===== config.mk =====
export PLATFORM = sky130hd
export DESIGN_NAME = mac_datapath
export DESIGN_NICKNAME = d
export VERILOG_FILES = /design/src/verilog/mac_pkg.sv /design/src/verilog/mac_datapath.sv
export SDC_FILE = /design/constraint.sdc
export NUM_CORES = 1
export LEC_CHECK = 0
export BUFFER_PORTS_ARGS = -buffer_cell sky130_fd_sc_hd__buf_2
export CAP_MARGIN = 5
export CORE_MARGIN = 2
export CORE_UTILIZATION = 49
export CTS_CLUSTER_SIZE = 24
export DETAILED_ROUTE_END_ITERATION = 8
export GPL_ROUTABILITY_DRIVEN = 0
export PLACE_DENSITY = 0.79
export SLEW_MARGIN = 20
export SYNTH_ARGS = -nofsm -noshare
export SYNTH_HDL_FRONTEND = slang
export SYNTH_SLANG_ARGS = --single-unit

===== constraint.sdc =====
create_clock -name clk -period 10.66 [get_ports clk]
set_input_delay 1.066 -clock clk [delete_from_list [all_inputs] [get_ports clk]]
set_output_delay 1.066 -clock clk [all_outputs]
set_load 0.02 [all_outputs]

===== src/verilog/mac_pkg.sv =====
// Purpose: Shared constants and types for the DSP multiply-accumulate datapath.
// Assumes: One 25 MHz core clock, synchronous active-low reset.
// Notes:   Offsets are byte addresses on the plain register port.
package mac_pkg;

    // ----------------------------------------------------------------
    // Widths
    // ----------------------------------------------------------------
    localparam int ACC_W  = 40;
    localparam int MUL_W  = 17;
    localparam int PROD_W = 33;
    localparam int ADDR_W = 8;
    localparam int DATA_W = 32;

    // ----------------------------------------------------------------
    // Register offsets
    // ----------------------------------------------------------------
    localparam logic [7:0] CORE_CTRL_OFF = 8'h00;
    localparam logic [7:0] INT_CTRL_OFF  = 8'h04;
    localparam logic [7:0] STATUS_OFF    = 8'h08;
    localparam logic [7:0] ACCA_LO_OFF   = 8'h0c;
    localparam logic [7:0] ACCA_HI_OFF   = 8'h10;
    localparam logic [7:0] ACCB_LO_OFF   = 8'h14;
    localparam logic [7:0] ACCB_HI_OFF   = 8'h18;
    localparam logic [7:0] PROD_OFF      = 8'h1c;

    // ----------------------------------------------------------------
    // Field positions
    // ----------------------------------------------------------------
    localparam int CC_CLIP_A_BIT = 7;
    localparam int CC_CLIP_B_BIT = 6;
    localparam int CC_WIDTH_BIT  = 4;
    localparam int IC_TRAP_A_BIT = 0;
    localparam int IC_TRAP_B_BIT = 1;
    localparam int ST_OVF_A      = 0;
    localparam int ST_OVF_B      = 1;
    localparam int ST_CLIP_A     = 2;
    localparam int ST_CLIP_B     = 3;
    localparam int ST_ANY_OVF    = 4;
    localparam int ST_ANY_CLIP   = 5;
    localparam int ST_CAT_A      = 6;
    localparam int ST_CAT_B      = 7;

    // ----------------------------------------------------------------
    // Reset and clamp values
    // ----------------------------------------------------------------
    localparam logic [7:0]  CTRL_RST = 8'h00;
    localparam logic [1:0]  TRAP_RST = 2'h0;
    localparam logic [7:0]  STAT_RST = 8'h00;
    localparam logic [39:0] ACC_RST  = 40'h0000000000;
    localparam logic [39:0] POS31    = 40'h007fffffff;
    localparam logic [39:0] NEG31    = 40'hff80000000;
    localparam logic [39:0] POS39    = 40'h7fffffffff;
    localparam logic [39:0] NEG39    = 40'h8000000000;

    // ----------------------------------------------------------------
    // Operation request
    // ----------------------------------------------------------------
    typedef enum logic [2:0] {
        OP_IDLE     = 3'b000,
        OP_MPY      = 3'b001,
        OP_MAC      = 3'b010,
        OP_MSC      = 3'b011,
        OP_ADD      = 3'b100,
        OP_LOAD_ACC = 3'b101,
        OP_MUL      = 3'b110
    } mac_op_type;

    typedef struct packed {
        mac_op_type  op;
        logic        acc_sel;
        logic [15:0] opnd_a;
        logic [15:0] opnd_b;
        logic        a_signed;
        logic        b_signed;
        logic        frac;
        logic        byte_mode;
        logic [15:0] data;
        logic [4:0]  shift;
    } mac_req_type;

endpackage : mac_pkg


===== src/verilog/mac_datapath.sv =====
// Purpose: DSP multiplier, scaler, 40-bit adder/subtracter and saturation.
// Assumes: Instruction control presents one request per cycle at most.
// Notes:   All work completes in one cycle; results appear next cycle.
//
// Operation
// RULE1: 17x17 signed/unsigned multiplier; scaler gives 1.31 or integer.
// RULE2: Operands widen to 17 bits by zero fill or sign fill.
// RULE3: Product is 33 bits, sign-extended to 40 bits.
// RULE4: Fractional mode shifts product left once to give 1.31 format.
// RULE5: Fraction range runs from 0x8000 (-1.0) to 0x7fff.
// RULE6: Integer multiply supports signed, unsigned and mixed sign.
// RULE7: Byte operands give 16-bit result, word operands give 32 bits.
// RULE8: 40-bit adder, accumulator A or B is source and destination.
// RULE9: Add and load data pass through an optional barrel shift.
// RULE10: One adder input may be zero, other takes true or inverted data.
// RULE11: Add uses carry active high; subtract inverts data, borrow low.
// RULE12: Overflow out of bit 39 flags catastrophic loss of sign.
// RULE13: Guard overflow flags when guard bits 39..32 disagree.
// RULE14: Overflow and clip flags are latched into the status register.
// RULE15: Clip decision uses result, overflow, per-acc enable and width.
// RULE16: Each accumulator has its own guard overflow flag.
// RULE17: Accumulator A clip flag sets on bit 31 or bit 39 clipping.
// RULE18: Accumulator B clip flag sets under the same conditions.
// RULE19: Combined flags are the OR of both guard and both clip flags.
// RULE20: Guard flags follow only the latest adder operation.
// RULE21: Guard flag with its trap enable raises the arithmetic trap.
// RULE22: Clipping clamps to largest positive or most negative value.
// RULE23: Reset clears flags, control and accumulators synchronously.
`timescale 1ns/1ps
module mac_datapath (
    // Clock and reset
    input  wire logic                clk,
    input  wire logic                rstn,
    // Instruction control
    input  wire logic                req_valid,
    input  wire mac_pkg::mac_req_type req,
    // Register port
    input  wire logic [7:0]          bus_addr,
    input  wire logic [31:0]         bus_wdata,
    input  wire logic                bus_wr,
    input  wire logic                bus_rd,
    output logic      [31:0]         bus_rdata,
    // Results and status
    output logic      [39:0]         acc_a,
    output logic      [39:0]         acc_b,
    output logic      [31:0]         prod_result,
    output logic                     prod_valid,
    output logic      [7:0]          status_bits,
    output logic                     arith_trap
);
    import mac_pkg::*;

    // ----------------------------------------------------------------
    // Helpers
    // ----------------------------------------------------------------
    function automatic logic [15:0] fit_word(input logic [15:0] v,
                                             input logic        sgn,
                                             input logic        bytem);
        fit_word = bytem ? {{8{sgn & v[7]}}, v[7:0]} : v;
    endfunction : fit_word

    function automatic logic [16:0] widen17(input logic [15:0] v,
                                            input logic        sgn);
        widen17 = {sgn & v[15], v};
    endfunction : widen17

    // ----------------------------------------------------------------
    // State
    // ----------------------------------------------------------------
    logic [39:0] acc_a_r,  acc_a_nxt;
    logic [39:0] acc_b_r,  acc_b_nxt;
    logic [31:0] prod_r,   prod_nxt;
    logic        pvld_r,   pvld_nxt;
    logic [7:0]  ctrl_r,   ctrl_nxt;
    logic [1:0]  trap_en_r, trap_en_nxt;
    logic [7:0]  stat_r,   stat_nxt;
    logic        trap_r,   trap_nxt;
    logic [31:0] rdata_r,  rdata_nxt;

    // ----------------------------------------------------------------
    // Multiplier and scaler
    // ----------------------------------------------------------------
    logic [15:0]        a16, b16;
    logic signed [16:0] ma, mb;
    logic signed [33:0] prod34;
    logic [32:0]        prod33;
    logic [39:0]        prod40;

    always_comb
    begin
        a16    = fit_word(req.opnd_a, req.a_signed, req.byte_mode); // RULE7
        b16    = fit_word(req.opnd_b, req.b_signed, req.byte_mode); // RULE7
        ma     = widen17(a16, req.a_signed);          // RULE2
        mb     = widen17(b16, req.b_signed);          // RULE2
        prod34 = ma * mb;                             // RULE1 RULE6
        // Shifting left once drops the duplicated sign of a Q15 product.
        prod33 = req.frac ? {prod34[31:0], 1'b0}
                          : prod34[32:0];             // RULE4 RULE5
        prod40 = {{7{prod33[32]}}, prod33};           // RULE3
    end

    // ----------------------------------------------------------------
    // Barrel shift and adder
    // ----------------------------------------------------------------
    logic        is_mul_op, is_add_op, zero_acc, do_sub;
    logic [39:0] word40, shifted, src, x_in, y_raw, y_in;
    logic [4:0]  sh_mag;
    logic [40:0] sum41;
    logic        cat_ovf, guard_ovf, ovf31, clip_en, clip_hit;
    logic [39:0] result;

    always_comb
    begin
        is_mul_op = (req.op == OP_MPY) || (req.op == OP_MAC) ||
                    (req.op == OP_MSC);
        is_add_op = req_valid && (is_mul_op || (req.op == OP_ADD) ||
                    (req.op == OP_LOAD_ACC));
        word40 = {{8{req.data[15]}}, req.data, 16'h0000};
        // Negative shift counts move left, positive ones move right.
        sh_mag  = req.shift[4] ? 5'(-req.shift) : req.shift;
        shifted = req.shift[4] ? (word40 << sh_mag)
                               : 40'($signed(word40) >>> sh_mag); // RULE9
        src      = req.acc_sel ? acc_b_r : acc_a_r;   // RULE8
        zero_acc = (req.op == OP_MPY) || (req.op == OP_LOAD_ACC);
        x_in     = zero_acc ? ACC_RST : src;          // RULE10
        y_raw    = is_mul_op ? prod40 : shifted;
        do_sub   = (req.op == OP_MSC);
        y_in     = do_sub ? ~y_raw : y_raw;           // RULE10 RULE11
        // The carry input is a borrow for subtract: high means none.
        sum41 = {x_in[39], x_in} + {y_in[39], y_in}
              + {40'h0000000000, do_sub};             // RULE11
        cat_ovf   = sum41[40] ^ sum41[39];            // RULE12
        guard_ovf = !((&sum41[39:32]) || !(|sum41[39:32])); // RULE13
        ovf31     = !((&sum41[39:31]) || !(|sum41[39:31]));
        clip_en   = req.acc_sel ? ctrl_r[CC_CLIP_B_BIT]
                                : ctrl_r[CC_CLIP_A_BIT];
        result   = sum41[39:0];
        clip_hit = 1'b0;
        // Bit 40 holds the true sign even when bit 39 was overrun.
        if (clip_en && !ctrl_r[CC_WIDTH_BIT] && (ovf31 || cat_ovf))
        begin
            result   = sum41[40] ? NEG31 : POS31;     // RULE15 RULE22
            clip_hit = 1'b1;
        end
        else if (clip_en && ctrl_r[CC_WIDTH_BIT] && cat_ovf)
        begin
            result   = sum41[40] ? NEG39 : POS39;     // RULE15 RULE22
            clip_hit = 1'b1;
        end
    end

    // ----------------------------------------------------------------
    // Next-state logic
    // ----------------------------------------------------------------
    always_comb
    begin
        acc_a_nxt   = acc_a_r;
        acc_b_nxt   = acc_b_r;
        prod_nxt    = prod_r;
        pvld_nxt    = 1'b0;
        ctrl_nxt    = ctrl_r;
        trap_en_nxt = trap_en_r;
        stat_nxt    = stat_r;
        rdata_nxt   = 32'h00000000;
        // Software clears clip flags by writing ones; hardware set wins.
        if (bus_wr)
        begin
            if (bus_addr == CORE_CTRL_OFF)
                ctrl_nxt = bus_wdata[7:0];
            else if (bus_addr == INT_CTRL_OFF)
                trap_en_nxt = bus_wdata[1:0];
            else if (bus_addr == STATUS_OFF)
            begin
                stat_nxt[ST_CLIP_A] = stat_r[ST_CLIP_A] &
                                      !bus_wdata[ST_CLIP_A];
                stat_nxt[ST_CLIP_B] = stat_r[ST_CLIP_B] &
                                      !bus_wdata[ST_CLIP_B];
            end
        end
        if (req_valid && (req.op == OP_MUL))
        begin
            prod_nxt = req.byte_mode ? {16'h0000, prod34[15:0]}
                                     : prod34[31:0];  // RULE7
            pvld_nxt = 1'b1;
        end
        if (is_add_op)
        begin
            if (req.acc_sel)
            begin
                acc_b_nxt          = result;          // RULE8
                stat_nxt[ST_OVF_B] = guard_ovf;       // RULE16 RULE20
                stat_nxt[ST_CAT_B] = cat_ovf;         // RULE12
                if (clip_hit)
                    stat_nxt[ST_CLIP_B] = 1'b1;       // RULE18
            end
            else
            begin
                acc_a_nxt          = result;          // RULE8
                stat_nxt[ST_OVF_A] = guard_ovf;       // RULE16 RULE20
                stat_nxt[ST_CAT_A] = cat_ovf;         // RULE12
                if (clip_hit)
                    stat_nxt[ST_CLIP_A] = 1'b1;       // RULE17
            end
        end
        stat_nxt[ST_ANY_OVF]  = stat_nxt[ST_OVF_A] |
                                stat_nxt[ST_OVF_B];   // RULE19
        stat_nxt[ST_ANY_CLIP] = stat_nxt[ST_CLIP_A] |
                                stat_nxt[ST_CLIP_B];  // RULE19
        trap_nxt = (stat_nxt[ST_OVF_A] & trap_en_nxt[IC_TRAP_A_BIT]) |
                   (stat_nxt[ST_OVF_B] &
                    trap_en_nxt[IC_TRAP_B_BIT]);              // RULE21
        if (bus_rd)
        begin
            if (bus_addr == CORE_CTRL_OFF)
                rdata_nxt = {24'h000000, ctrl_r};
            else if (bus_addr == INT_CTRL_OFF)
                rdata_nxt = {30'h00000000, trap_en_r};
            else if (bus_addr == STATUS_OFF)
                rdata_nxt = {24'h000000, stat_r};     // RULE14
            else if (bus_addr == ACCA_LO_OFF)
                rdata_nxt = acc_a_r[31:0];
            else if (bus_addr == ACCA_HI_OFF)
                rdata_nxt = {24'h000000, acc_a_r[39:32]};
            else if (bus_addr == ACCB_LO_OFF)
                rdata_nxt = acc_b_r[31:0];
            else if (bus_addr == ACCB_HI_OFF)
                rdata_nxt = {24'h000000, acc_b_r[39:32]};
            else if (bus_addr == PROD_OFF)
                rdata_nxt = prod_r;
            else
                rdata_nxt = 32'h00000000;
        end
    end

    // ----------------------------------------------------------------
    // Registers
    // ----------------------------------------------------------------
    always_ff @(posedge clk)
    begin
        if (!rstn)
        begin
            acc_a_r   <= ACC_RST;                     // RULE23
            acc_b_r   <= ACC_RST;
            prod_r    <= 32'h00000000;
            pvld_r    <= 1'b0;
            ctrl_r    <= CTRL_RST;
            trap_en_r <= TRAP_RST;
            stat_r    <= STAT_RST;
            trap_r    <= 1'b0;
            rdata_r   <= 32'h00000000;
        end
        else
        begin
            acc_a_r   <= acc_a_nxt;
            acc_b_r   <= acc_b_nxt;
            prod_r    <= prod_nxt;
            pvld_r    <= pvld_nxt;
            ctrl_r    <= ctrl_nxt;
            trap_en_r <= trap_en_nxt;
            stat_r    <= stat_nxt;                    // RULE14
            trap_r    <= trap_nxt;
            rdata_r   <= rdata_nxt;
        end
    end

    assign acc_a       = acc_a_r;
    assign acc_b       = acc_b_r;
    assign prod_result = prod_r;
    assign prod_valid  = pvld_r;
    assign status_bits = stat_r;
    assign arith_trap  = trap_r;
    assign bus_rdata   = rdata_r;
endmodule : mac_datapath


=== Yosys cells after proc, flatten, opt, wreduce, memory -nomap -nowiden ===
Cells that the tools add are included.

* Multipliers: 1
* Equal/unequal tests: 13
* Muxes and demuxes: 40
* Reduce and logical (&&, ||, !) cells: 31
* Bitwise gates (word level): 16
* Shift-type cells: 2
* Add/sub/neg operators: 3

{| class="wikitable"
|+ Operators with widths
! kind !! number
|-
| two-way mux 40 bit || 9
|-
| two-way mux 32 bit || 6
|-
| adder 40 x 40 -> 41 bit || 1
|-
| adder 41 x 1 -> 41 bit || 1
|-
| NOT 40 bit || 1
|-
| << shifter 40 x 5 -> 40 bit || 1
|-
| >>> shifter 32 x 5 -> 40 bit || 1
|-
| multiplier 17 x 17 -> 33 bit || 1
|-
| two-way mux 33 bit || 1
|-
| == test 8 x 5 -> 1 bit, second input constant || 4
|-
| two-way mux 16 bit || 2
|-
| two-way mux 8 bit || 3
|-
| == test 8 x 4 -> 1 bit, second input constant || 2
|-
| two-way mux 2 bit || 7
|-
| two-way mux 1 bit || 10
|-
| == test 3 bit, second input constant || 3
|-
| AND reduction 9 bit || 1
|-
| OR reduction 9 bit || 1
|-
| AND 1 bit || 8
|-
| == test 8 x 3 -> 1 bit, second input constant || 1
|-
| logical NOT 8 bit || 1
|-
| logical OR 1 bit || 8
|-
| AND reduction 2 bit || 4
|-
| AND reduction 8 bit || 1
|-
| other kinds (12) || 28
|}

* Logic and storage cells: 118
* Register bits after elaboration: 164
* Output and inout port bits: 154
* Bits of input ports: 106

=== Longest topological paths before layout ===
* Depth after elaboration: 22
* Depth in mapped cells: 46
* Mapped depth without buffers: 40

=== Worst setup path after synthesis ===
Ideal clock, no wire load.

* Path type: input to register
* From: input req[48] in the netlist's numbering
* To: register acc_a_r[34] (netlist: acc_a[34])
* Stages on the path: 44
* Data required time: 10.523 ns
* Setup time: 0.137 ns
* Data arrival time: 11.015 ns
* Slack: -0.491 ns
* Buffers on the path: 6
* Cell sequence: clkbuf_1 nand3_1 a21boi_1 clkbuf_1 nand2_1 inv_1 fa_1 inv_1 fa_1 inv_1 fa_1 fa_1 fa_1 inv_1 fa_1 inv_1 ha_1 clkbuf_1 [8 not listed] a31oi_1 and2_1 clkbuf_1 a21o_1 ha_1 clkbuf_1 a21o_1 a21o_1 a21o_1 a41oi_1 o31ai_1 nor3b_1 o2111ai_1 nor4b_4 nor3_1 a311oi_4 buf_4 a31oi_1

* Word-level cells in the longest chain between the ends: 17
* Elaborated cells on any way between the ends: 23
* Those cells by class: add/sub: 2; mul: 1; mux: 8; bitwise: 4; reduce/logical: 8

{| class="wikitable"
|+ RTL lines
! what !! RTL line !! RTL
|-
| start: declaration || mac_datapath.sv:36 || <nowiki>input wire mac_pkg::mac_req_type req,</nowiki>
|-
| AND 1 bit || mac_datapath.sv:59 || <nowiki>fit_word = bytem ? {{8{sgn & v[7]}}, v[7:0]} : v;</nowiki>
|-
| two-way mux 16 bit (*) || mac_datapath.sv:59 ||
|-
| AND 1 bit || mac_datapath.sv:64 || <nowiki>widen17 = {sgn & v[15], v};</nowiki>
|-
| multiplier 17 x 17 -> 33 bit (*) || mac_datapath.sv:95 || <nowiki>prod34 = ma * mb;</nowiki>
|-
| two-way mux 33 bit (*) || mac_datapath.sv:97 || <nowiki>prod33 = req.frac ? {prod34[31:0], 1'b0}</nowiki>
|-
| two-way mux 40 bit (*) || mac_datapath.sv:126 || <nowiki>y_raw = is_mul_op ? prod40 : shifted;</nowiki>
|-
| NOT 40 bit || mac_datapath.sv:128 || <nowiki>y_in = do_sub ? ~y_raw : y_raw;</nowiki>
|-
| two-way mux 40 bit (*) || mac_datapath.sv:128 ||
|-
| adder 40 x 40 -> 41 bit (*) || mac_datapath.sv:130 || <nowiki>sum41 = {x_in[39], x_in} + {y_in[39], y_in}</nowiki>
|-
| adder 41 x 1 -> 41 bit (*) || mac_datapath.sv:131 || <nowiki>+ {40'h0000000000, do_sub};</nowiki>
|-
| OR reduction 9 bit || mac_datapath.sv:134 || <nowiki>ovf31 = !((&sum41[39:31]) || !(|sum41[39:31]));</nowiki>
|-
| logical NOT 1 bit || mac_datapath.sv:134 ||
|-
| logical OR 1 bit || mac_datapath.sv:134 ||
|-
| logical NOT 1 bit || mac_datapath.sv:134 ||
|-
| logical OR 1 bit || mac_datapath.sv:140 || <nowiki>if (clip_en && !ctrl_r[CC_WIDTH_BIT] && (ovf31 || cat_ovf))</nowiki>
|-
| logical AND 1 bit || mac_datapath.sv:140 ||
|-
| two-way mux 40 bit (*) || mac_datapath.sv:140 ||
|-
| end signal: assignment || mac_datapath.sv:254 || <nowiki>acc_a_r <= acc_a_nxt;</nowiki>
|-
| end: declaration || mac_datapath.sv:70 || <nowiki>logic [39:0] acc_a_r, acc_a_nxt;</nowiki>
|}

Every way passes the cells marked *; elsewhere a longest branch is shown, timed or not.
A chain may end at the register's enable or synchronous reset.

=== Worst setup path after layout ===
* From: input req[21] in the netlist's numbering
* To: register acc_a_r[29] (netlist: acc_a[29])

* Word-level cells in the longest chain between the ends: 16
* Elaborated cells on any way between the ends: 24
* Those cells by class: add/sub: 2; mul: 1; mux: 9; bitwise: 4; reduce/logical: 8

{| class="wikitable"
|+ RTL lines
! what !! RTL line
|-
| two-way mux 16 bit || mac_datapath.sv:59
|-
| AND 1 bit || mac_datapath.sv:64
|-
| multiplier 17 x 17 -> 33 bit (*) || mac_datapath.sv:95
|-
| two-way mux 33 bit (*) || mac_datapath.sv:97
|-
| two-way mux 40 bit (*) || mac_datapath.sv:126
|-
| NOT 40 bit || mac_datapath.sv:128
|-
| two-way mux 40 bit (*) || mac_datapath.sv:128
|-
| adder 40 x 40 -> 41 bit (*) || mac_datapath.sv:130
|-
| adder 41 x 1 -> 41 bit (*) || mac_datapath.sv:131
|-
| OR reduction 9 bit || mac_datapath.sv:134
|-
| logical NOT 1 bit || mac_datapath.sv:134
|-
| logical OR 1 bit || mac_datapath.sv:134
|-
| logical NOT 1 bit || mac_datapath.sv:134
|-
| logical OR 1 bit || mac_datapath.sv:140
|-
| logical AND 1 bit || mac_datapath.sv:140
|-
| two-way mux 40 bit (*) || mac_datapath.sv:140
|}

Marks and branches as above.

==> run summary <==
Site Rows: 79
die height: 221 um
Top Ports: 260
ratio of cells with drive above 1 in the final layout: 21.1%
Avg Cell Area, Syn: 8.15 um2
sequential fraction of the synthesis area: 14.2%
CTS tree: done
largest net degree at the start of global routing: 85
initial antenna violation count: 2
CTS Sinks: 164
wire length per cell: 19.9 um
max_slew headroom: 20.2%
Critical Path Slowest Stage Cell: fa_1
Critical Path Fanout Max: 11
initial drt markers: 2,778
skew final: 0.0112 ns
Post-Syn Nets: 3,350
Final Cycle Share: 98.0%
status: finished, final reports clean
Port Buf Inserts: 235
drt total wl: 76,300 um
Max-Cap Viols: 0
NumNets Final: 3,727
post-synthesis cell count: 2,830
Clk Latency, worst-skew pair: 0.45 ns
Slew Viols, Final: 0
Crit. End Element: flip-flop
Post-synth EDFFs: 0
vias in the first global route: 22,400
die area: 48,800 um2
yosys warns: 0
post-route ant nets: 0
fmax: 0.0957 GHz
CP dominant cell by count: fa_1
GRT overflow: 0
critical path's largest stage delay: 0.57 ns
chip width: 221 um
filler instances: 3,906
Setup crit start kind: input port
Via-to-Cell Ratio: 6.04
top cell type's share of synthesized area: 25.3%
Starting Density: 49.6%
min cycle time layout: 10.45 ns
CTS H-tree depth: 4
#FFs+latches synth: 164
Root Buffer: clkbuf_16
synth top area cells: fa_1 (25%), dfxtp_1 (14%), ha_1 (6.7%)
CTS max path bufs: 2
DRC violation count after routing: 0
Main synth FF type: dfxtp_1
Async SR Flop Fraction: 0%
Vias: 23,100
final setup vio count: 0
post-layout utilization of the core: 59.8%
Cell Area, Synth: 23,100 um2
Total Routing Usage GR: 29.9%
worst hold path class: reg2reg
P&R area growth vs syn: 20.6%
Least-Margin Pin Slew: 1.19 ns
CP required: 10.97 ns
kind of critical path: in2reg
Core ar.: 46,600 um2
CP arrival: 10.75 ns
Reg clk slew, reported paths: 0.07 ns
Cell variety after synth: 80
dpl hpwl: 58,600 um
largest area contributor in the netlist: fa_1
Final Hold Viols: 0
first-pass GRT wire length: 119,000 um
Pre-antenna DRT Iters: 7
TritonCTS Buffers: 17
-- layout make-up --
cell class,instances,area [um2],area share [%]
inverters,333,1250,4.49
clock inverters,15,155,0.557
clock buffers,17,425,1.53
multi-input cells,2159,18400,66.1
diodes,1,2.50,0.00899
repair buffers,532,3570,12.8
flip-flops and latches,164,3280,11.8
well taps,607,759,2.73
-- worst max-delay path: cells and delay by family --
| family | cells | cell delay [ns] |
|---|---|---|
| AO/OA/AOI/OAI | 11 | 1.74 |
| XOR/XNOR | 2 | 0.35 |
| adder cells (fa/ha/maj) | 8 | 3.64 |
| buffers and inverters | 11 | 1.28 |
| multiplexers | 1 | 0.22 |
| AND/OR/NAND/NOR | 11 | 2.49 |
-- kinds of logic after synthesis --
logic type                 after synthesis  synth area share [%]
adders and majority gates              414                  31.9
xor gates and xnor gates               101                  3.83
AOI/OAI and AO/OA                      709                  18.7
and+or+nand+nor                        779                  16.0
DFF                                    164                  14.2
buffers and inverters                  507                  8.35
muxes                                  156                  6.97
-- registers in the layout (all words and copies together), names as in the netlist, 2 cells and up --
register	flops
prod_result	32
trap_en_r	2
ctrl_r	8
acc_b	40
status_bits	8
bus_rdata	32
acc_a	40
-- path summary, 6_finish.rpt --
| path | from | endpoint | slack (ns) | cells after the start |
|---|---|---|---|---|
| worst max-delay path | req[21] | acc_a[29] | 0.21 | 44 |
| worst min-delay path | prod_result[13] | prod_result[13] | 0.48 | 2 |
| worst max register to register | acc_a[0] | acc_a[29] | 5.82 | 17 |
| worst min register to register | prod_result[13] | prod_result[13] | 0.48 | 2 |
-- repair_timing --
action                                  in CTS  in global routing
pin swaps                                    0                 22
endpoints found under the setup margin      40                 87
cloned                                       0                  3
hold buffers                                 0                  0
resized for setup                            1                106
setup buffers                                0                 14
-- cells in the final DEF (no fill, tap or decap), types with 7 or more instances in the layout --
cell / instances
inv_1: 326
fa_1: 288
buf_4: 283
nand2_1: 256
buf_2: 234
nor2_1: 215
a21oi_1: 201
o21ai_0: 192
dfxtp_1: 164
mux2i_1: 140
and2_1: 138
ha_1: 121
xnor2_1: 74
a21o_1: 47
nor3_1: 29
a31oi_1: 27
o21ai_1: 26
o22ai_1: 26
nand2b_1: 24
xor2_1: 24
a222oi_1: 24
nand3_1: 21
clkbuf_16: 19
a211oi_1: 16
a22oi_1: 16
o21bai_1: 14
nand4_1: 14
o21ai_2: 11
o211ai_1: 11
o21a_1: 10
buf_12: 9
o31ai_1: 8
and3_1: 8
mux2_2: 8
or2_2: 7
a21oi_2: 7
a221oi_1: 7
or3_1: 7
-- synthesized netlist by cell type (all sizes together) (14+ instances only) --
cell type	n
nand4	14
o21bai	15
inv	331
a31oi	31
o22ai	26
a22oi	16
xor2	26
nor3	31
mux2i	145
xnor2	75
and2	141
a21oi	210
nor2	221
o21ai	232
clkbuf	145
nand2b	25
dfxtp	164
ha	123
fa	291
nand3	24
nand2	261
a21o	47
buf	29
a211oi	21
a222oi	24
-- through the flow --
step | TNS [ns] | hold slack (ns) | setup slack (ns) | std cells | cell area [um2]
6_report | 0 | 0.482 | 0.214 | 3828 | 27800
3_5_place_dp | -34.92 | 0.472 | -0.482 | 3778 | 26700
4_1_cts | 0 | 0.482 | 0.00736 | 3810 | 27300
5_1_grt | -10.24 | 0.493 | -0.200 | 3828 | 27800
3_3_place_gp | -27.72 | 0.474 | -0.396 | 3778 | 26700
2_1_floorplan | 0 | 0.459 | 0.00183 | 2830 | 23200
-- routing by layer --
metal	global-route usage [%]	wire [um]	vias up
met1	38.2	28800	11100
li1	-	-	10300
met4	14.6	4480	2
met5	0	18	-
met2	49.3	35300	1456
met3	4.75	7670	296
Power is not shown: default switching activity piles up to over one toggle a cycle in this logic, so the estimate is an artifact.
